===== src/include/uart_ctl_pkg.sv =====
// Constants, field layout and select type of the serial control block
package uart_ctl_pkg;
    // Clock cycles per serial bit; the divider value is a plain default
    localparam int BIT_CYCLES = 16;
    localparam int BAUD_W = 5;
    localparam logic [4:0] BIT_LAST = 5'(BIT_CYCLES - 1);
    localparam logic [4:0] SAMP_LO = 5'(BIT_CYCLES / 2 - 1);
    localparam logic [4:0] SAMP_HI = 5'(BIT_CYCLES / 2 + 1);
    localparam logic [3:0] FRAME8 = 4'ha;
    localparam logic [3:0] FRAME9 = 4'hb;
    localparam logic [3:0] STOP8 = 4'h9;
    localparam logic [3:0] STOP9 = 4'ha;
    // Register indices; byte address is four times the index
    localparam logic [5:0] IDX_LINE = 6'h13;
    localparam logic [5:0] IDX_TXRX = 6'h14;
    localparam logic [5:0] IDX_NINTH = 6'h15;
    localparam logic [5:0] IDX_STAT = 6'h16;
    localparam logic [5:0] IDX_DATA = 6'h18;
    localparam logic [7:0] LINE_RST = 8'h00;
    localparam logic [7:0] TXRX_RST = 8'h00;
    localparam logic [5:0] NINTH_RST = 6'h00;
    localparam logic [1:0] RESP_OKAY = 2'h0;
    localparam logic [1:0] RESP_SLVERR = 2'h2;
    localparam int LF_LOOP = 7, LF_ENA = 6, LF_NINE = 4, LF_WAKE = 3;
    localparam int LF_IDLEPOS = 2, LF_PAREN = 1, LF_PARODD = 0;
    localparam int TR_EMPIE = 7, TR_DONEIE = 6, TR_FULLIE = 5, TR_IDLEIE = 4;
    localparam int TR_TXEN = 3, TR_RXEN = 2, TR_STBY = 1, TR_BRK = 0;
    localparam int NB_DMARX = 5, NB_DMATX = 4, NB_OVIE = 3, NB_NOIE = 2;
    localparam int NB_FRIE = 1, NB_PARIE = 0;
    typedef struct packed {
        logic line;
        logic txrx;
        logic ninth;
        logic stat;
        logic data;
    } regSel_s;
endpackage


===== src/include/tx_link_if.sv =====
// Link between the register block and its transmit shifter
interface tx_link_if;
    logic modEnable;
    logic txEnable;
    logic sendBreak;
    logic nineBit;
    logic parityEn;
    logic parityOdd;
    logic loadValid;
    logic [7:0] loadData;
    logic loadNinth;
    logic loadTaken;
    logic active;
    logic txd;
    modport ctrl (output modEnable, txEnable, sendBreak, nineBit, parityEn, parityOdd,
        loadValid, loadData, loadNinth, input loadTaken, active, txd);
    modport engine (input modEnable, txEnable, sendBreak, nineBit, parityEn, parityOdd,
        loadValid, loadData, loadNinth, output loadTaken, active, txd);
endinterface


===== src/uart_tx_engine.sv =====
// Transmit shifter: preamble, break and data characters onto the line
module uart_tx_engine (
    input wire logic clk,
    input wire logic nrst,
    tx_link_if.engine lnk
);
    logic [uart_ctl_pkg::BAUD_W-1:0] baud_ff;
    logic [10:0] sh_ff;
    logic [3:0] left_ff;
    logic pend_ff;
    logic teDly_ff;
    logic tail_ff;

    wire tick = baud_ff == uart_ctl_pkg::BIT_LAST;
    // New work only starts at the last bit of a character or when idle, so it always finishes
    wire slot = tick && left_ff <= 4'h1;
    wire [3:0] frameLen = lnk.nineBit ? uart_ctl_pkg::FRAME9 : uart_ctl_pkg::FRAME8;
    wire brkOn = lnk.txEnable & lnk.sendBreak;
    wire selBrk = slot & brkOn;
    // Break wins over a pending preamble
    wire selPre = slot & lnk.txEnable & pend_ff & !lnk.sendBreak;
    wire selTail = slot & tail_ff & !brkOn;
    wire selData = slot & lnk.txEnable & lnk.loadValid & !lnk.sendBreak & !pend_ff & !tail_ff;
    wire parBit = ^{lnk.nineBit & lnk.loadData[7], lnk.loadData[6:0]} ^ lnk.parityOdd;
    wire bit7 = (lnk.parityEn & !lnk.nineBit) ? parBit : lnk.loadData[7];
    wire bit8 = !lnk.nineBit | (lnk.parityEn ? parBit : lnk.loadNinth);
    wire [10:0] frame = {1'b1, bit8, bit7, lnk.loadData[6:0], 1'b0};
    wire [10:0] nxt_sh = selBrk ? 11'h000 : (selPre | selTail) ? 11'h7ff :
        selData ? frame : tick ? {1'b1, sh_ff[10:1]} : sh_ff;
    wire [3:0] nxt_left = (selBrk | selPre | selData) ? frameLen : selTail ? 4'h1 :
        (tick && left_ff != 4'h0) ? left_ff - 4'h1 : left_ff;
    wire pendSet = lnk.txEnable & !teDly_ff;

    assign lnk.loadTaken = selData;
    assign lnk.txd = (left_ff != 4'h0) ? sh_ff[0] : 1'b1;
    assign lnk.active = (left_ff != 4'h0) | (pend_ff & lnk.txEnable) | tail_ff | brkOn;

    always_ff @(posedge clk or negedge nrst) begin
        if (!nrst) begin
            baud_ff <= '0;
            sh_ff <= '1;
            left_ff <= 4'h0;
            pend_ff <= 1'b0;
            teDly_ff <= 1'b0;
            tail_ff <= 1'b0;
        end else if (!lnk.modEnable) begin
            baud_ff <= '0;
            sh_ff <= '1;
            left_ff <= 4'h0;
            pend_ff <= 1'b0;
            teDly_ff <= 1'b0;
            tail_ff <= 1'b0;
        end else begin
            baud_ff <= tick ? '0 : baud_ff + 1'b1;
            sh_ff <= nxt_sh;
            left_ff <= nxt_left;
            pend_ff <= pendSet | (pend_ff & !(selPre | selBrk));
            teDly_ff <= lnk.txEnable;
            tail_ff <= selBrk | (tail_ff & !selTail);
        end
    end

    brk_line_low_a: assert property (@(posedge clk) disable iff (!nrst)
        selBrk |=> (!lnk.txd) [*8])
        else $error("break character did not hold the line low");
    pre_line_high_a: assert property (@(posedge clk) disable iff (!nrst)
        selPre |=> lnk.txd [*8])
        else $error("preamble did not hold the line high");
    brk_seen_c: cover property (@(posedge clk) disable iff (!nrst) selBrk ##[1:400] selTail);
endmodule


===== src/uart_control_registers.sv =====
// Control register block of the serial transceiver with AXI4-Lite access
// Functional notes
// - Loopback disconnects the receive pin and feeds transmitter output to receiver.
// - Module enable runs the block; clearing it sets empty and done flags.
// - Character length select picks 10-bit or 11-bit characters.
// - Wake select chooses address-mark or idle-line wakeup; cleared by reset.
// - Idle count starts after stop bit when set, after start bit otherwise.
// - Parity enable puts parity in the character's most significant bit.
// - Parity odd select picks odd or even parity generation and check.
// - Four enables gate empty, done, full and idle flags onto interrupts.
// - Setting transmit enable sends a preamble of 10 or 11 ones.
// - Clearing transmit enable finishes the current character, then idles high.
// - Transmit enable cleared and set mid-character queues one idle character.
// - Receive enable runs the receiver; clearing it keeps receiver flags.
// - Standby masks receiver interrupts; selected wake condition clears it.
// - Break bit sends breaks back to back, then one logic 1.
// - Received ninth bit is captured with data; mirrors bit 7 in 8-bit mode.
// - Transmit ninth bit loads into the shifter together with the data.
// - Overrun, noise and framing enables gate their flags onto error interrupt.
// - The transmit/receive enable register reads zero after reset.
// - Address mark clears standby and sets the receiver-full flag.
// - Parity error enable gates the parity flag onto error interrupt.
module uart_control_registers (
    input wire logic clk,
    input wire logic nrst,
    input wire logic [7:0] awaddr,
    input wire logic awvalid,
    output logic awready,
    input wire logic [31:0] wdata,
    input wire logic [3:0] wstrb,
    input wire logic wvalid,
    output logic wready,
    output logic [1:0] bresp,
    output logic bvalid,
    input wire logic bready,
    input wire logic [7:0] araddr,
    input wire logic arvalid,
    output logic arready,
    output logic [31:0] rdata,
    output logic [1:0] rresp,
    output logic rvalid,
    input wire logic rready,
    input wire logic rxd,
    output logic txd,
    output logic txdOe,
    output logic txIrq,
    output logic rxIrq,
    output logic errIrq
);
    typedef enum logic {RX_IDLE, RX_BITS} rxState_e;

    function automatic uart_ctl_pkg::regSel_s decodeIdx(input logic [7:0] a);
        uart_ctl_pkg::regSel_s s;
        s.line = a[7:2] == uart_ctl_pkg::IDX_LINE;
        s.txrx = a[7:2] == uart_ctl_pkg::IDX_TXRX;
        s.ninth = a[7:2] == uart_ctl_pkg::IDX_NINTH;
        s.stat = a[7:2] == uart_ctl_pkg::IDX_STAT;
        s.data = a[7:2] == uart_ctl_pkg::IDX_DATA;
        return s;
    endfunction

    tx_link_if lnk ();

    logic [7:0] lineCtl_ff, txrx_ff, rxData_ff, txBuf_ff;
    logic [5:0] ninthEn_ff;
    logic tx9_ff, rx9_ff;
    logic txEmpty_ff, full_ff, idle_ff, ovr_ff, noise_ff, frame_ff, par_ff;
    logic awGot_ff, wGot_ff, bvalid_ff, rvalid_ff;
    logic [7:0] wAddr_ff, wData_ff, rdata_ff;
    logic wStrb0_ff;
    logic [1:0] bresp_ff, rresp_ff;
    rxState_e rxState_ff;
    logic [uart_ctl_pkg::BAUD_W-1:0] rxCnt_ff;
    logic [3:0] rxBit_ff, idleCnt_ff;
    logic [9:0] rxSh_ff;
    logic [2:0] smp_ff;
    logic frNoise_ff, idleArm_ff;

    // Control field decode
    wire loopOn = lineCtl_ff[uart_ctl_pkg::LF_LOOP];
    wire modOn = lineCtl_ff[uart_ctl_pkg::LF_ENA];
    wire nine = lineCtl_ff[uart_ctl_pkg::LF_NINE];
    wire wakeAddr = lineCtl_ff[uart_ctl_pkg::LF_WAKE];
    wire idleAfterStop = lineCtl_ff[uart_ctl_pkg::LF_IDLEPOS];
    wire parOn = lineCtl_ff[uart_ctl_pkg::LF_PAREN];
    wire parOdd = lineCtl_ff[uart_ctl_pkg::LF_PARODD];
    wire txOn = txrx_ff[uart_ctl_pkg::TR_TXEN];
    wire rxOn = modOn & txrx_ff[uart_ctl_pkg::TR_RXEN];
    wire stby = txrx_ff[uart_ctl_pkg::TR_STBY];
    wire [3:0] frameLen = nine ? uart_ctl_pkg::FRAME9 : uart_ctl_pkg::FRAME8;

    // Bus slave: address and data taken in either order, answer after both
    wire doWrite = awGot_ff & wGot_ff & !bvalid_ff;
    uart_ctl_pkg::regSel_s wSel;
    uart_ctl_pkg::regSel_s rSel;
    assign wSel = decodeIdx(wAddr_ff);
    assign rSel = decodeIdx(araddr);
    wire wLane = doWrite & wStrb0_ff;
    wire wrLine = wLane & wSel.line;
    wire wrTxrx = wLane & wSel.txrx;
    wire wrNinth = wLane & wSel.ninth;
    wire wrData = wLane & wSel.data;
    wire arTake = arvalid & !rvalid_ff;
    wire dataRead = arTake & rSel.data;
    assign awready = !awGot_ff & !bvalid_ff;
    assign wready = !wGot_ff & !bvalid_ff;
    assign arready = !rvalid_ff;
    assign bvalid = bvalid_ff;
    assign bresp = bresp_ff;
    assign rvalid = rvalid_ff;
    assign rresp = rresp_ff;
    assign rdata = {24'h000000, rdata_ff};

    // Transmit side
    wire txDone = txEmpty_ff & !lnk.active;
    assign lnk.modEnable = modOn;
    assign lnk.txEnable = modOn & txOn;
    assign lnk.sendBreak = txrx_ff[uart_ctl_pkg::TR_BRK];
    assign lnk.nineBit = nine;
    assign lnk.parityEn = parOn;
    assign lnk.parityOdd = parOdd;
    assign lnk.loadValid = modOn & !txEmpty_ff;
    assign lnk.loadData = txBuf_ff;
    assign lnk.loadNinth = tx9_ff;
    assign txd = lnk.txd;
    // With the module enabled, pin released only once a character in flight has gone out
    assign txdOe = modOn & (txOn | lnk.active);

    uart_tx_engine txEngine (
        .clk(clk),
        .nrst(nrst),
        .lnk(lnk)
    );

    // Receive side
    wire rxIn = loopOn ? lnk.txd : rxd;
    wire tickR = rxCnt_ff == uart_ctl_pkg::BIT_LAST;
    wire sampWin = rxCnt_ff >= uart_ctl_pkg::SAMP_LO && rxCnt_ff <= uart_ctl_pkg::SAMP_HI;
    // Three mid-bit samples: majority decides, disagreement marks noise
    wire bitVal = (smp_ff[0] & smp_ff[1]) | (smp_ff[1] & smp_ff[2]) | (smp_ff[0] & smp_ff[2]);
    wire noisy = |smp_ff & !(&smp_ff);
    wire inFrame = rxState_ff == RX_BITS;
    wire [3:0] stopIdx = nine ? uart_ctl_pkg::STOP9 : uart_ctl_pkg::STOP8;
    wire falseStart = inFrame & tickR & rxBit_ff == 4'h0 & bitVal;
    wire charDone = inFrame & tickR & rxBit_ff == stopIdx;
    wire [9:0] newSh = {bitVal, rxSh_ff[9:1]};
    wire [7:0] chData = nine ? newSh[7:0] : newSh[8:1];
    wire chMsb = newSh[8];
    wire chPar = nine ? ^newSh[8:0] : ^newSh[8:1];
    wire wakeMark = charDone & stby & wakeAddr & chMsb;
    wire accept = charDone & (!stby | wakeMark);
    wire loadChar = accept & !full_ff;
    wire startSeen = rxOn & !inFrame & !rxIn;
    // After-stop counting only runs between characters
    wire countOn = !inFrame | (!idleAfterStop & rxBit_ff != 4'h0);
    wire idleHit = tickR & countOn & bitVal & idleCnt_ff == frameLen - 4'h1;
    wire idleWake = idleHit & stby & !wakeAddr;
    wire idleSet = idleHit & idleArm_ff & !stby;
    wire hwWake = wakeMark | idleWake;

    // Register write and read values
    wire [7:0] wTxrx = {wData_ff[7:4],
        modOn ? wData_ff[3:2] : txrx_ff[3:2], wData_ff[1:0]};
    wire [7:0] nxt_txrx = (wrTxrx ? wTxrx : txrx_ff) &
        ~(8'(hwWake) << uart_ctl_pkg::TR_STBY);
    wire [7:0] statByte = {txEmpty_ff, txDone, full_ff, idle_ff,
        ovr_ff, noise_ff, frame_ff, par_ff};
    wire [7:0] rdMux = rSel.line ? lineCtl_ff : rSel.txrx ? txrx_ff :
        rSel.ninth ? {rx9_ff, tx9_ff, ninthEn_ff} : rSel.stat ? statByte :
        rSel.data ? rxData_ff : 8'h00;

    // Interrupt requests
    assign txIrq = modOn & ((txrx_ff[uart_ctl_pkg::TR_EMPIE] & txEmpty_ff) |
        (txrx_ff[uart_ctl_pkg::TR_DONEIE] & txDone));
    assign rxIrq = !stby & ((txrx_ff[uart_ctl_pkg::TR_FULLIE] & full_ff) |
        (txrx_ff[uart_ctl_pkg::TR_IDLEIE] & idle_ff));
    assign errIrq = (ninthEn_ff[uart_ctl_pkg::NB_OVIE] & ovr_ff) |
        (ninthEn_ff[uart_ctl_pkg::NB_NOIE] & noise_ff) |
        (ninthEn_ff[uart_ctl_pkg::NB_FRIE] & frame_ff) |
        (ninthEn_ff[uart_ctl_pkg::NB_PARIE] & par_ff);

    always_ff @(posedge clk or negedge nrst) begin
        if (!nrst) begin
            awGot_ff <= 1'b0;
            wGot_ff <= 1'b0;
            wAddr_ff <= 8'h00;
            wData_ff <= 8'h00;
            wStrb0_ff <= 1'b0;
            bvalid_ff <= 1'b0;
            bresp_ff <= uart_ctl_pkg::RESP_OKAY;
        end else begin
            if (awvalid & awready) begin
                awGot_ff <= 1'b1;
                wAddr_ff <= awaddr;
            end else if (doWrite) begin
                awGot_ff <= 1'b0;
            end
            if (wvalid & wready) begin
                wGot_ff <= 1'b1;
                wData_ff <= wdata[7:0];
                wStrb0_ff <= wstrb[0];
            end else if (doWrite) begin
                wGot_ff <= 1'b0;
            end
            if (doWrite) begin
                bvalid_ff <= 1'b1;
                bresp_ff <= |wSel ? uart_ctl_pkg::RESP_OKAY : uart_ctl_pkg::RESP_SLVERR;
            end else if (bready) begin
                bvalid_ff <= 1'b0;
            end
        end
    end

    always_ff @(posedge clk or negedge nrst) begin
        if (!nrst) begin
            rvalid_ff <= 1'b0;
            rdata_ff <= 8'h00;
            rresp_ff <= uart_ctl_pkg::RESP_OKAY;
        end else if (arTake) begin
            rvalid_ff <= 1'b1;
            rdata_ff <= rdMux;
            rresp_ff <= |rSel ? uart_ctl_pkg::RESP_OKAY : uart_ctl_pkg::RESP_SLVERR;
        end else if (rready) begin
            rvalid_ff <= 1'b0;
        end
    end

    always_ff @(posedge clk or negedge nrst) begin
        if (!nrst) begin
            lineCtl_ff <= uart_ctl_pkg::LINE_RST;
            txrx_ff <= uart_ctl_pkg::TXRX_RST;
            ninthEn_ff <= uart_ctl_pkg::NINTH_RST;
        end else begin
            if (wrLine) begin
                lineCtl_ff <= {wData_ff[7:6], 1'b0, wData_ff[4:0]};
            end
            txrx_ff <= nxt_txrx;
            if (wrNinth) begin
                ninthEn_ff <= wData_ff[5:0];
            end
        end
    end

    // Data and ninth bits keep their contents through reset
    always_ff @(posedge clk) begin
        if (wrNinth) begin
            tx9_ff <= wData_ff[6];
        end
        if (wrData) begin
            txBuf_ff <= wData_ff;
        end
        if (loadChar) begin
            rxData_ff <= chData;
            rx9_ff <= chMsb;
        end
    end

    // Status flags: a hardware set wins over a clear in the same cycle
    always_ff @(posedge clk or negedge nrst) begin
        if (!nrst) begin
            txEmpty_ff <= 1'b1;
            full_ff <= 1'b0;
            idle_ff <= 1'b0;
            ovr_ff <= 1'b0;
            noise_ff <= 1'b0;
            frame_ff <= 1'b0;
            par_ff <= 1'b0;
            idleArm_ff <= 1'b0;
        end else begin
            txEmpty_ff <= lnk.loadTaken | !modOn | (txEmpty_ff & !wrData);
            full_ff <= loadChar | (full_ff & !dataRead);
            idle_ff <= idleSet | (idle_ff & !dataRead);
            ovr_ff <= (accept & full_ff) | (ovr_ff & !dataRead);
            noise_ff <= (loadChar & (frNoise_ff | noisy)) | (noise_ff & !dataRead);
            frame_ff <= (loadChar & !newSh[9]) | (frame_ff & !dataRead);
            par_ff <= (loadChar & parOn & (chPar != parOdd)) | (par_ff & !dataRead);
            idleArm_ff <= rxOn & (loadChar | (idleArm_ff & !idleSet));
        end
    end

    // Receiver timing and shifting
    always_ff @(posedge clk or negedge nrst) begin
        if (!nrst) begin
            rxState_ff <= RX_IDLE;
            rxCnt_ff <= '0;
            rxBit_ff <= 4'h0;
            rxSh_ff <= 10'h000;
            smp_ff <= 3'h7;
            frNoise_ff <= 1'b0;
        end else if (!rxOn) begin
            rxState_ff <= RX_IDLE;
            rxCnt_ff <= '0;
            rxBit_ff <= 4'h0;
            frNoise_ff <= 1'b0;
        end else begin
            rxCnt_ff <= (startSeen | tickR) ? '0 : rxCnt_ff + 1'b1;
            if (sampWin) begin
                smp_ff <= {rxIn, smp_ff[2:1]};
            end
            unique case (rxState_ff)
                RX_IDLE: begin
                    if (startSeen) begin
                        rxState_ff <= RX_BITS;
                        rxBit_ff <= 4'h0;
                        frNoise_ff <= 1'b0;
                    end
                end
                RX_BITS: begin
                    if (falseStart | charDone) begin
                        rxState_ff <= RX_IDLE;
                    end else if (tickR) begin
                        rxBit_ff <= rxBit_ff + 4'h1;
                        rxSh_ff <= newSh;
                        frNoise_ff <= frNoise_ff | noisy;
                    end
                end
            endcase
        end
    end

    // Idle character counter, saturating at the character length
    always_ff @(posedge clk or negedge nrst) begin
        if (!nrst) begin
            idleCnt_ff <= 4'h0;
        end else if (!rxOn) begin
            idleCnt_ff <= 4'h0;
        end else if (tickR) begin
            if (!(countOn & bitVal)) begin
                idleCnt_ff <= 4'h0;
            end else if (idleCnt_ff < frameLen) begin
                idleCnt_ff <= idleCnt_ff + 4'h1;
            end
        end
    end

    addr_wake_a: assert property (@(posedge clk) disable iff (!nrst)
        wakeMark & !full_ff |=> !stby && full_ff && rx9_ff)
        else $error("address mark did not wake the receiver");
    idle_wake_a: assert property (@(posedge clk) disable iff (!nrst)
        idleWake |=> !stby && (!idle_ff || $past(idle_ff)))
        else $error("idle line did not end standby cleanly");
    loop_path_a: assert property (@(posedge clk) disable iff (!nrst)
        loopOn & rxOn & !inFrame & !lnk.txd |=> rxState_ff == RX_BITS)
        else $error("loopback did not reach the receiver");
    disable_flags_a: assert property (@(posedge clk) disable iff (!nrst)
        !modOn |=> txEmpty_ff && !txIrq || modOn)
        else $error("module disable left the transmit flags clear");
    enable_lock_a: assert property (@(posedge clk) disable iff (!nrst)
        wrTxrx & !modOn |=> txrx_ff[3:2] == $past(txrx_ff[3:2]))
        else $error("enables changed while module disabled");
    standby_mask_a: assert property (@(posedge clk) disable iff (!nrst)
        stby |-> !rxIrq)
        else $error("receiver request raised in standby");
    err_gate_a: assert property (@(posedge clk) disable iff (!nrst)
        frame_ff & ninthEn_ff[uart_ctl_pkg::NB_FRIE] |-> errIrq)
        else $error("framing error request missing");
    write_answer_a: assert property (@(posedge clk) disable iff (!nrst)
        awvalid & awready & wvalid & wready |=> ##1 bvalid)
        else $error("write answer late");
    char_rx_c: cover property (@(posedge clk) disable iff (!nrst) loadChar);
    idle_set_c: cover property (@(posedge clk) disable iff (!nrst) idleSet);
endmodule


===== config.mk =====
export PLATFORM = sky130hd
export DESIGN_NAME = uart_control_registers
export DESIGN_NICKNAME = d
export VERILOG_FILES = /design/src/include/uart_ctl_pkg.sv /design/src/include/tx_link_if.sv /design/src/uart_tx_engine.sv /design/src/uart_control_registers.sv
export SDC_FILE = /design/constraint.sdc
export NUM_CORES = 1
export LEC_CHECK = 0
export BUFFER_PORTS_ARGS = -buffer_cell sky130_fd_sc_hd__buf_4
export CORE_ASPECT_RATIO = 1.25
export CORE_MARGIN = 2
export CORE_UTILIZATION = 51
export DETAILED_ROUTE_END_ITERATION = 8
export PLACE_DENSITY = 0.76
export SYNTH_ARGS = -nofsm -noshare
export SYNTH_HDL_FRONTEND = slang
export SYNTH_HIERARCHICAL = 1
export SYNTH_SLANG_ARGS = --single-unit

===== constraint.sdc =====
create_clock -name clk -period 2.2 [get_ports clk]
set_input_delay 0.44 -clock clk [delete_from_list [all_inputs] [get_ports clk]]
set_output_delay 0.44 -clock clk [all_outputs]
set_load 0.05 [all_outputs]

# Word-level counts from Yosys, hierarchy flattened

Cells that the tools add are included.

Register bits after elaboration: 131
Bits of input ports: 60
Output and inout bits: 46
Logic and storage cells: 295

$add $sub $neg: 6
$lt $le $gt $ge: 4
Eq/ne operators: 22
Muxes and demuxes: 58
Bitwise logic cells: 120
Reduce and logical (&&, ||, !) cells: 47

Operator list:

| cell                | count |
|---|---|
| $and 1x1->1         | 83 |
| $eq 6x5->1 const B  | 10 |
| $mux 8              | 7 |
| $mux 11             | 5 |
| $mux 4              | 12 |
| $or 1x1->1          | 32 |
| $logic_not 1->1     | 26 |
| $mux 1              | 23 |
| $mux 5              | 4 |
| $reduce_xor 8->1    | 2 |
| $add 5x1->5 const B | 2 |
| $eq 5x4->1 const B  | 2 |
| $reduce_or 5->1     | 2 |
| $reduce_xor 9->1    | 1 |
| $add 4x1->4 const B | 2 |
| $and 8x8->8         | 1 |
| $eq 4x4->1          | 2 |
| $mux 2              | 4 |
| $not 2->8           | 1 |
| $pmux 4 s2          | 1 |
| $reduce_bool 2->1   | 4 |
| $reduce_bool 4->1   | 2 |
| $sub 4x1->4 const B | 2 |
| $ne 3x2->1 const B  | 2 |
| other kinds (18)    | 25 |

# Longest topological paths before layout

Gate-level depths: netlist (run 1).

Word-level depth: 12
Mapped depth: 9
Gate-level depth less buffers: 9

# By module

The synthesis (run 1) kept the hierarchy.

By module, submodules not included:

| module                 | instances | cells each | area an instance (um^2) | sequential area each (um^2) |
|---|---|---|---|---|
| uart_control_registers | 1         | 425        | 5074.9                  | 2672.6 |
| uart_tx_engine         | 1         | 160        | 1457.6                  | 589.3 |

# Worst setup path after synthesis (run 1)

No wires, ideal clock.

Path type: reg2out
Start point: reg lineCtl_ff[6]
End point: out txIrq
Arrival: 1.845 ns
Data required time: 1.760 ns
Setup slack: -0.085 ns
Stages on the path, launching flop included: 9
Path buffers: 2
Cells stage by stage: dfrtp_1 -> and2_1 -> clkbuf_2 -> clkbuf_1 -> o21ai_0 -> nand4_1 -> inv_1 -> a21oi_1 -> nor2_1

Cells in the longest elaborated chain, start to end: 10
Elaborated cells on any way between the ends: 11
Classes of those cells: bitwise (10); reduce/logical (1)

Ends and longest elaborated chain:

| element                  | RTL line                      | source |
|---|---|---|
| from (decl)              | uart_control_registers.sv:64  | `logic [7:0] lineCtl_ff, txrx_ff, rxData_ff, txBuf_ff;` |
| from (signal assigned)   | uart_control_registers.sv:230 | `lineCtl_ff <= uart_ctl_pkg::LINE_RST;` |
| from (signal assigned)   | uart_control_registers.sv:235 | `lineCtl_ff <= {wData_ff[7:6], 1'b0, wData_ff[4:0]};` |
| $and 1x1->1 (*)          | uart_control_registers.sv:117 | `assign lnk.txEnable = modOn & txOn;` |
| via lnk.txEnable         | tx_link_if.sv:4               | `logic txEnable;` |
| $and 1x1->1              | uart_tx_engine.sv:36          | `assign lnk.active = (left_ff != 4'h0) \| (pend_ff & lnk.txEnable) \| tail_ff \| brkOn;` |
| $or 1x1->1 (2 in series) | uart_tx_engine.sv:36          |  |
| $or 1x1->1 (*)           | uart_tx_engine.sv:36          |  |
| via lnk.active           | tx_link_if.sv:13              | `logic active;` |
| $logic_not 1->1 (*)      | uart_control_registers.sv:115 | `wire txDone = txEmpty_ff & !lnk.active;` |
| $and 1x1->1 (*)          | uart_control_registers.sv:115 |  |
| $and 1x1->1 (*)          | uart_control_registers.sv:174 | `(txrx_ff[uart_ctl_pkg::TR_DONEIE] & txDone));` |
| $or 1x1->1 (*)           | uart_control_registers.sv:173 | `assign txIrq = modOn & ((txrx_ff[uart_ctl_pkg::TR_EMPIE] & txEmpty_ff) \|` |
| $and 1x1->1 (*)          | uart_control_registers.sv:173 |  |
| to (decl)                | uart_control_registers.sv:46  | `output logic txIrq,` |

Mark *: on every way through the listed nets, which the timed path passes. The rest lies on a longest branch.

# Worst setup path after layout (run 1)

Start point: reg txEngine.left_ff[0]
End point: out txIrq

Cells in the longest elaborated chain, start to end: 9

Ends and longest elaborated chain:

| element                  | RTL line                      | source |
|---|---|---|
| from (decl)              | uart_tx_engine.sv:9           | `logic [3:0] left_ff;` |
| from (signal assigned)   | uart_tx_engine.sv:56          | `left_ff <= nxt_left;` |
| $reduce_bool 4->1        | uart_tx_engine.sv:36          |  |
| $or 1x1->1 (3 in series) | uart_tx_engine.sv:36          |  |
| via lnk.active           | tx_link_if.sv:13              |  |
| $logic_not 1->1          | uart_control_registers.sv:115 |  |
| $and 1x1->1              | uart_control_registers.sv:115 |  |
| $and 1x1->1              | uart_control_registers.sv:174 |  |
| $or 1x1->1               | uart_control_registers.sv:173 |  |
| $and 1x1->1              | uart_control_registers.sv:173 |  |

The timed path passes the listed nets, and every way through them passes these cells.

==> results_dict.tcl, run 1 <==
set metrics [dict create \
    core_mm2 0.01260 \
    post-route-drc-count 0 \
    p_leak_nw 3.464 \
    min_path_type "input pin to asynchronous set/reset pin" \
    drt_iter0_markers 329 \
    cp_cell_sequence "inv_1 > ha_4 > buf_4 > nand4_1 > inv_1 > a21oi_2 > nor2_2 > buf_6" \
    period_needed_ns 2.145 \
    fin_ws_ns 0.05498 \
    seq_area_frac_synth_pct 49.93 \
    overflow 0 \
    endpoint_kind "output port" \
    fillers 981 \
    clk_latency_ns 0.42 \
    tightest_slew_ns 0.5747 \
    vias 4906 \
    grt_pass1_wl_mm 23.63 \
    boundaryPins 106 \
    power_density_mw_per_mm2 1041 \
    fmax_ghz 0.4662 \
    h-tree-depth 4 \
    cts_buffer_depth 2 \
    globalplace.congestion 0.9077 \
    drt-total-wl_mm 14.92 \
    slowest_delay_ns 0.38 \
    cts_made_buffers 17 \
    path_class "flip-flop to output port" \
    die_y_um 130.5 \
    crit_buf_inv 4 \
    yosysWarnings 6 \
    cp-start-kind "flip-flop" \
    multi_input_area_mm2 0.003095 \
    ant_nets 0 \
    setup_viol_count_final 0 \
    port_buffers 48 \
    final_cells 859 \
    root_buffer "clkbuf_16" \
    wire_per_inst_um 17.36 \
    antenna_cells 0 \
    hpwl_mm 10.66 \
    drv_slew 0 \
    synth-edff-count 18 \
    start_util_pct 51.83 \
    ys_seq_elements 126 \
    rsz0062_at_grt "yes" \
    viasPerCell 5.711 \
    crit_slowest_cell "dfrtp_1" \
    layout_worst_path_cycle_share_pct 97.50 \
    clock_sinks 126 \
    fp.dieW_um 105.2 \
    vdd_drop_max_mv 0.4945 \
    synth_area_mm2 0.006533 \
    path_max_fanout 4 \
    grt_pass1_vias 4876 \
    die-area_mm2 0.01374 \
    synth_top_cell_area_share_pct 35.63 \
    placedCellCount 816 \
    async_reset_ff_share_pct 85.71 \
    path_clk_slew_ns 0.05 \
    synth_area_leaders "dfrtp_1 (36%), mux2_2 (8.6%), edfxtp_1 (8.3%)" \
    maxCapViolations 0 \
    drive_above_1_share_pct 34.15 \
    yosysUniqueCellTypes 80 \
    cp_common_cell "inv_1" \
    num_rows 46 \
    outcome "finished clean" \
    cpLargestDelayFamily "buffers and inverters" \
    crit_arrival_ns 1.71 \
    syn_avg_cell_area_um2 11.17 \
    cts_tree "done" \
    syn2layout_area_growth_pct 21.43 \
    slew_headroom_pct 61.69 \
    required_ns 1.76 \
    regArea_mm2 0.003263 \
    final_hold_viol_count 0 \
    synthCells 585 \
    layout.nets 748 \
    synth_top_cell_by_area "dfrtp_1" \
    antenna_found_initial 0 \
    firstDrtPassIters 5 \
    place_ws_ns -0.02412 \
    fin_skew_ns 0.008503 \
    grt_max_degree 42 \
    grt_use_total_pct 22.18 \
    cts_hold_buf 0 \
    synth_ff_type "dfrtp_1" \
]
-- path summary, 6_finish.rpt --
| check | depth (start not counted) | to | slack (ns) | startpoint |
|---|---|---|---|---|
| max | 8 | txIrq | 0.05 | txEngine/left_ff[0] |
| min | 1 | txEngine/left_ff[0] | 0.02 | nrst |
| max reg2reg | 8 | rxSh_ff[3] | 0.08 | rxCnt_ff[1] |
| min reg2reg | 1 | txEngine/baud_ff[0] | 0.46 | txEngine/baud_ff[0] |
| max in group asynchronous | 2 | txEmpty_ff | 1.51 | nrst |
| min in group clk | 2 | rvalid | 0.20 | rready |
-- report_power, final --
part	total (mW)	internal (mW)	switching (mW)
clock network	2.59	1.58	1.01
logic	2.30	0.991	1.30
registers	3.37	2.85	0.513
total	8.26	5.43	2.83
-- placed cells by master, fill, tap and decap left out, types with 4 or more instances in the layout --
| cell type | netlist | routed |
|---|---|---|
| and2_1 | 7 | 6 |
| o22ai_1 | 5 | 5 |
| xnor2_1 | 13 | 13 |
| o21ai_0 | 33 | 31 |
| buf_4 | 26 | 84 |
| o21a_1 | 11 | 11 |
| a21oi_1 | 16 | 15 |
| nand4_1 | 5 | 5 |
| a22oi_1 | 4 | 4 |
| ha_1 | 10 | 7 |
| mux2_4 | 8 | 8 |
| nor3_1 | 11 | 11 |
| a31oi_1 | 5 | 5 |
| clkinv_2 | 0 | 4 |
| dfrtp_1 | 93 | 92 |
| dfstp_2 | 15 | 15 |
| xor2_1 | 9 | 9 |
| edfxtp_1 | 18 | 18 |
| nand2_1 | 44 | 44 |
| conb_1 | 1 | 26 |
| inv_1 | 25 | 23 |
| a211oi_1 | 7 | 7 |
| nor2_1 | 30 | 27 |
| a221oi_1 | 12 | 12 |
| nand4b_1 | 4 | 4 |
| clkbuf_16 | 0 | 17 |
| nand3_1 | 13 | 12 |
| and3_1 | 9 | 8 |
| nor2b_1 | 12 | 12 |
| mux2_2 | 50 | 50 |
-- timing repair --
item,CTS,global route
resized for setup,8,13
buffers inserted,3,7
cloned,1,0
hold endpoints to repair,0,0
pin swaps,3,5
setup endpoints to repair,5,28
-- cells in the mapped netlist (all sizes together), types with 10 or more instances --
library cell  count
clkbuf           14
o21ai            34
a221oi           12
nand2            44
edfxtp           18
nor2             32
a21oi            17
nor2b            12
mux2             58
nand3            13
dfrtp            93
dfstp            15
ha               10
and3             11
nor3             12
o21a             11
buf              27
xnor2            13
inv              25
xor2             10
-- logic make-up (layout without fill, tap and decap cells) --
group	count (synthesis)	after routing	synth area share, %
muxes	59	59	10.61
xor gates and xnor gates	24	24	3.544
AOI/OAI and AO/OA	126	126	13.62
other	1	26	0.05741
DFF	126	126	49.93
and+or+nand+nor	172	173	14.75
buffers and inverters	66	146	5.420
adders and majority gates	11	11	2.069
-- per-layer routing --
metal	wire length [um]	share of wire (%)	up-vias	global-route usage [%]
met3	631	4.2	29	5.109
met1	5510	37	2443	23.47
li1	-	-	2277	-
met4	319	2.1	0	10.04
met2	8454	57	157	41.97
met5	0	0	-	0
-- flip-flops by register name (all words and copies together), names as in the netlist, 5 cells and up --
name              count
rxSh_ff               9
lnk.loadData          8
txEngine/sh_ff       11
rdata_ff              8
ninthEn_ff            6
txEngine/baud_ff      5
wData_ff              8
rxData_ff             8
wAddr_ff              6
txrx_ff               8
lineCtl_ff            7
rxCnt_ff              5
-- final cells by class --
cell class | instances | area share (%)
Sequential cell | 126 | 41.14
Multi-Input combinational cell | 419 | 39.02
Timing Repair Buffer | 89 | 8.991
Clock buffer | 19 | 5.584
Tap cell | 168 | 2.650
Clock inverter | 13 | 1.435
Inverter | 25 | 1.183
-- stage by stage --
stage          util, %   TNS, ns  hold WS (ns)  area, um2  power [mW]
6_report         62.93         0       0.02445       7933       8.257
5_1_grt          62.93   -0.1569       0.06213       7933       8.636
4_1_cts          62.14  -0.04036       0.02835       7833       8.227
3_5_place_dp     57.31  -0.03327        0.4533       7223       5.535
3_3_place_gp     57.31         0        0.4454       7223       5.436
2_1_floorplan        -         0        0.1444       6646       4.781
No activity file was read; power rests on OpenSTA's default activity.
==> inputs of run 2 (changes only) <==
--- a/config.mk
+++ b/config.mk
@@ -5,12 +5,13 @@
 export SDC_FILE = /design/constraint.sdc
 export NUM_CORES = 1
 export LEC_CHECK = 0
+export ABC_AREA = 1
 export BUFFER_PORTS_ARGS = -buffer_cell sky130_fd_sc_hd__buf_4
 export CORE_ASPECT_RATIO = 1.25
 export CORE_MARGIN = 2
-export CORE_UTILIZATION = 51
+export CORE_UTILIZATION = 52
 export DETAILED_ROUTE_END_ITERATION = 8
-export PLACE_DENSITY = 0.76
+export PLACE_DENSITY = 0.77
 export SYNTH_ARGS = -nofsm -noshare
 export SYNTH_HDL_FRONTEND = slang
 export SYNTH_HIERARCHICAL = 1
==> run 2 against run 1 <==
Net effect:
- critical endpoint unchanged
- clock power is 8.5% higher
- maximum frequency fell by 4.5%
- routed wire length is 4.2% higher
- critical path depth unchanged
- clock skew about the same
- the flow now finishes with violations (setup timing)
- sequential power down 2%
==> results_dict.tcl, run 2 <==
set metrics [dict create \
    layout_worst_path_cycle_share_pct 102.1 \
    outcome "complete, but fails checks" \
    synth_area_mm2 0.006780 \
    grt_busiest_layer "met2" \
    crit_buf_inv 3 \
    fp.dieW_um 106.1 \
    vdd_drop_max_mv 0.5742 \
    met1_usage_pct 25.35 \
    h-tree-depth 4 \
    synth_top_cell_area_share_pct 34.32 \
    vias 5701 \
    fmax_ghz 0.4451 \
    root_buffer "clkbuf_16" \
    drv_slew 0 \
    cts_tree "done" \
    synth.most_common_cell "nand2_1" \
    violations "setup timing" \
    firstDrtPassIters 6 \
    required_ns 1.76 \
    whs_endpoint "bvalid" \
    p_total_mw 8.947 \
    hpwl_mm 11.02 \
    r2r_start "txEngine/left_ff[0]" \
    tightest_slew_ns 0.5455 \
    core_mm2 0.01272 \
    port_buffers 48 \
    path_class "flip-flop to output port" \
    antenna_cells 0 \
    cp_cell_sequence "inv_2 > ha_4 > nand2_4 > a211o_1 > inv_2 > a21oi_2 > nor3_2 > buf_6" \
    fin_util_pct 63.10 \
    min_path_type "input pin to flip-flop" \
    fillers 1051 \
    use_met3_pct 5.556 \
    syn2layout_area_growth_pct 18.38 \
    path_clk_slew_ns 0.06 \
    crit_arrival_ns 1.81 \
    synth_top_cell_by_area "dfrtp_1" \
    ff2ff_setup_slack_ns 0.15 \
    wire_per_inst_um 14.28 \
    clk_latency_ns 0.42 \
    largest_reg_flops 11 \
    clock_sinks 126 \
    path_max_fanout 2 \
    drt-total-wl_mm 15.54 \
    cp-start-kind "flip-flop" \
    synth_ff_type "dfrtp_1" \
    drt_iter0_markers 289 \
    slowest_delay_ns 0.39 \
    cpLargestDelayFamily "flip-flops" \
    die_y_um 131.7 \
    start_util_pct 53.31 \
    num_rows 46 \
    top_regs "txEngine/sh_ff x11, rxSh_ff x9" \
    synth-edff-count 18 \
    cts_buffer_depth 2 \
    viasPerCell 5.240 \
    die-area_mm2 0.01397 \
    slew_headroom_pct 63.41 \
    seq_area_frac_synth_pct 48.11 \
    synthTopCellsByCount "nand2_1 (202), inv_1 (108), dfrtp_1 (93), nor2_1 (76), nand3_1 (45)" \
    yosysUniqueCellTypes 47 \
    final_hold_viol_count 0 \
    setup_viol_count_final 1 \
    rsz0062_at_grt "yes" \
    period_needed_ns 2.247 \
    grt_pass1_wl_mm 25.65 \
    regMostFlops "txEngine/sh_ff" \
    power_density_mw_per_mm2 1115 \
    p_leak_nw 3.904 \
    async_reset_ff_share_pct 85.71 \
    overflow 0 \
    drive_above_1_share_pct 21.20 \
    yosysWarnings 6 \
    ant_nets 0 \
    post-route-drc-count 0 \
    globalplace.congestion 0.9174 \
    grtUsageMet2_pct 41.84 \
    crit_slowest_cell "dfrtp_1" \
    antenna_found_initial 0 \
    fin_ws_ns -0.04679 \
    maxCapViolations 0 \
    grt_use_total_pct 23.11 \
    ys_seq_elements 126 \
    synthCells 834 \
    r2r_cells 12 \
    final_cell_mix "nand2_1 (201), inv_1 (103), dfrtp_1 (93), nor2_1 (73), buf_4 (66)" \
    cts_made_buffers 17 \
    cp_common_cell "inv_2" \
    grt_pass1_vias 5565 \
    layout.nets 977 \
    final_common_cell "nand2_1" \
    place_ws_ns 0.1588 \
    boundaryPins 106 \
    syn_avg_cell_area_um2 8.130 \
    fin_skew_ns 0.008752 \
    synth_area_leaders "dfrtp_1 (34%), nand2_1 (11%), edfxtp_1 (8.0%)" \
    grt_max_degree 44 \
    r2r-end "txEngine/sh_ff[1]" \
    hold_start "bready" \
    hold_path_depth 2 \
    endpoint_kind "output port" \
]
==> run 2: changes by cell type after synthesis, sizes merged, moves of 25 or more <==
cell	before	now
inv	25	121
o21ai	34	91
nand2	44	210
mux2	58	3
nand3	13	49
nor2	32	80
a21oi	17	42
==> run 2: cells by family after synthesis <==
kind of cell	share of synthesized area, %
AOI/OAI and AO/OA	13.03
xor gates and xnor gates	1.292
adders and majority gates	1.845
buffers and inverters	10.96
DFF	48.11
muxes	0.4982
other	0.05531
and+or+nand+nor	24.21
==> run 2: layout make-up <==
type	count	area, um2	area share, %
flip-flops and latches	126	3262	40.64
repair buffers	71	568.0	7.077
multi-input cells	570	2929	36.49
clock buffers	19	464.2	5.783
clock inverters	13	138.9	1.730
inverters	121	454.2	5.659
well taps	168	210.2	2.619
==> run 2: how the worst max path moves through the flow <==
stage               slack [ns]                 from  cells after the start      endpoint
floorplan                 0.04  txEngine/left_ff[0]                      7         txIrq
global placement          0.20          rxCnt_ff[0]                      8  rxData_ff[0]
detailed placement        0.16  txEngine/left_ff[0]                     14    rxSh_ff[5]
CTS                      -0.12  txEngine/left_ff[0]                      8         txIrq
global route             -0.12  txEngine/left_ff[0]                      8         txIrq
finish                   -0.05  txEngine/left_ff[0]                      8         txIrq
==> run 2: what timing repair did <==
action,4_1_cts,5_1_grt
resized for setup,11,8
endpoints found under the setup margin,2,23
pin swaps,6,6
hold buffers,1,0
hold endpoints to repair,18,0
setup buffers,9,3
==> run 2: power breakdown <==
part	leakage (nW)	switching [mW]	total, mW	internal, mW
combinational	2.12	1.85	2.84	0.985
sequential	1.50	0.426	3.30	2.87
clock	0.282	1.05	2.81	1.76
total	3.90	3.33	8.95	5.61
==> run 2: per-layer routing <==
layer	vias to the layer above	share of wire, %
li1	2786	-
met1	2733	38
met2	138	54
met3	44	4.0
met4	0	3.1
met5	-	0
==> run 2: metrics by stage <==
| stage | hold slack [ns] | instances | setup TNS [ns] | area, um2 |
|---|---|---|---|---|
| 4_1_cts | 0.1783 | 1085 | -0.1177 | 7978 |
| 5_1_grt | 0.1844 | 1088 | -0.1407 | 8026 |
| 6_report | 0.1835 | 1088 | -0.04679 | 8026 |
| 3_3_place_gp | 0.3982 | 1043 | 0 | 7263 |
| 3_5_place_dp | 0.4015 | 1043 | 0 | 7263 |
| 2_1_floorplan | 0.1444 | 859 | 0 | 6882 |
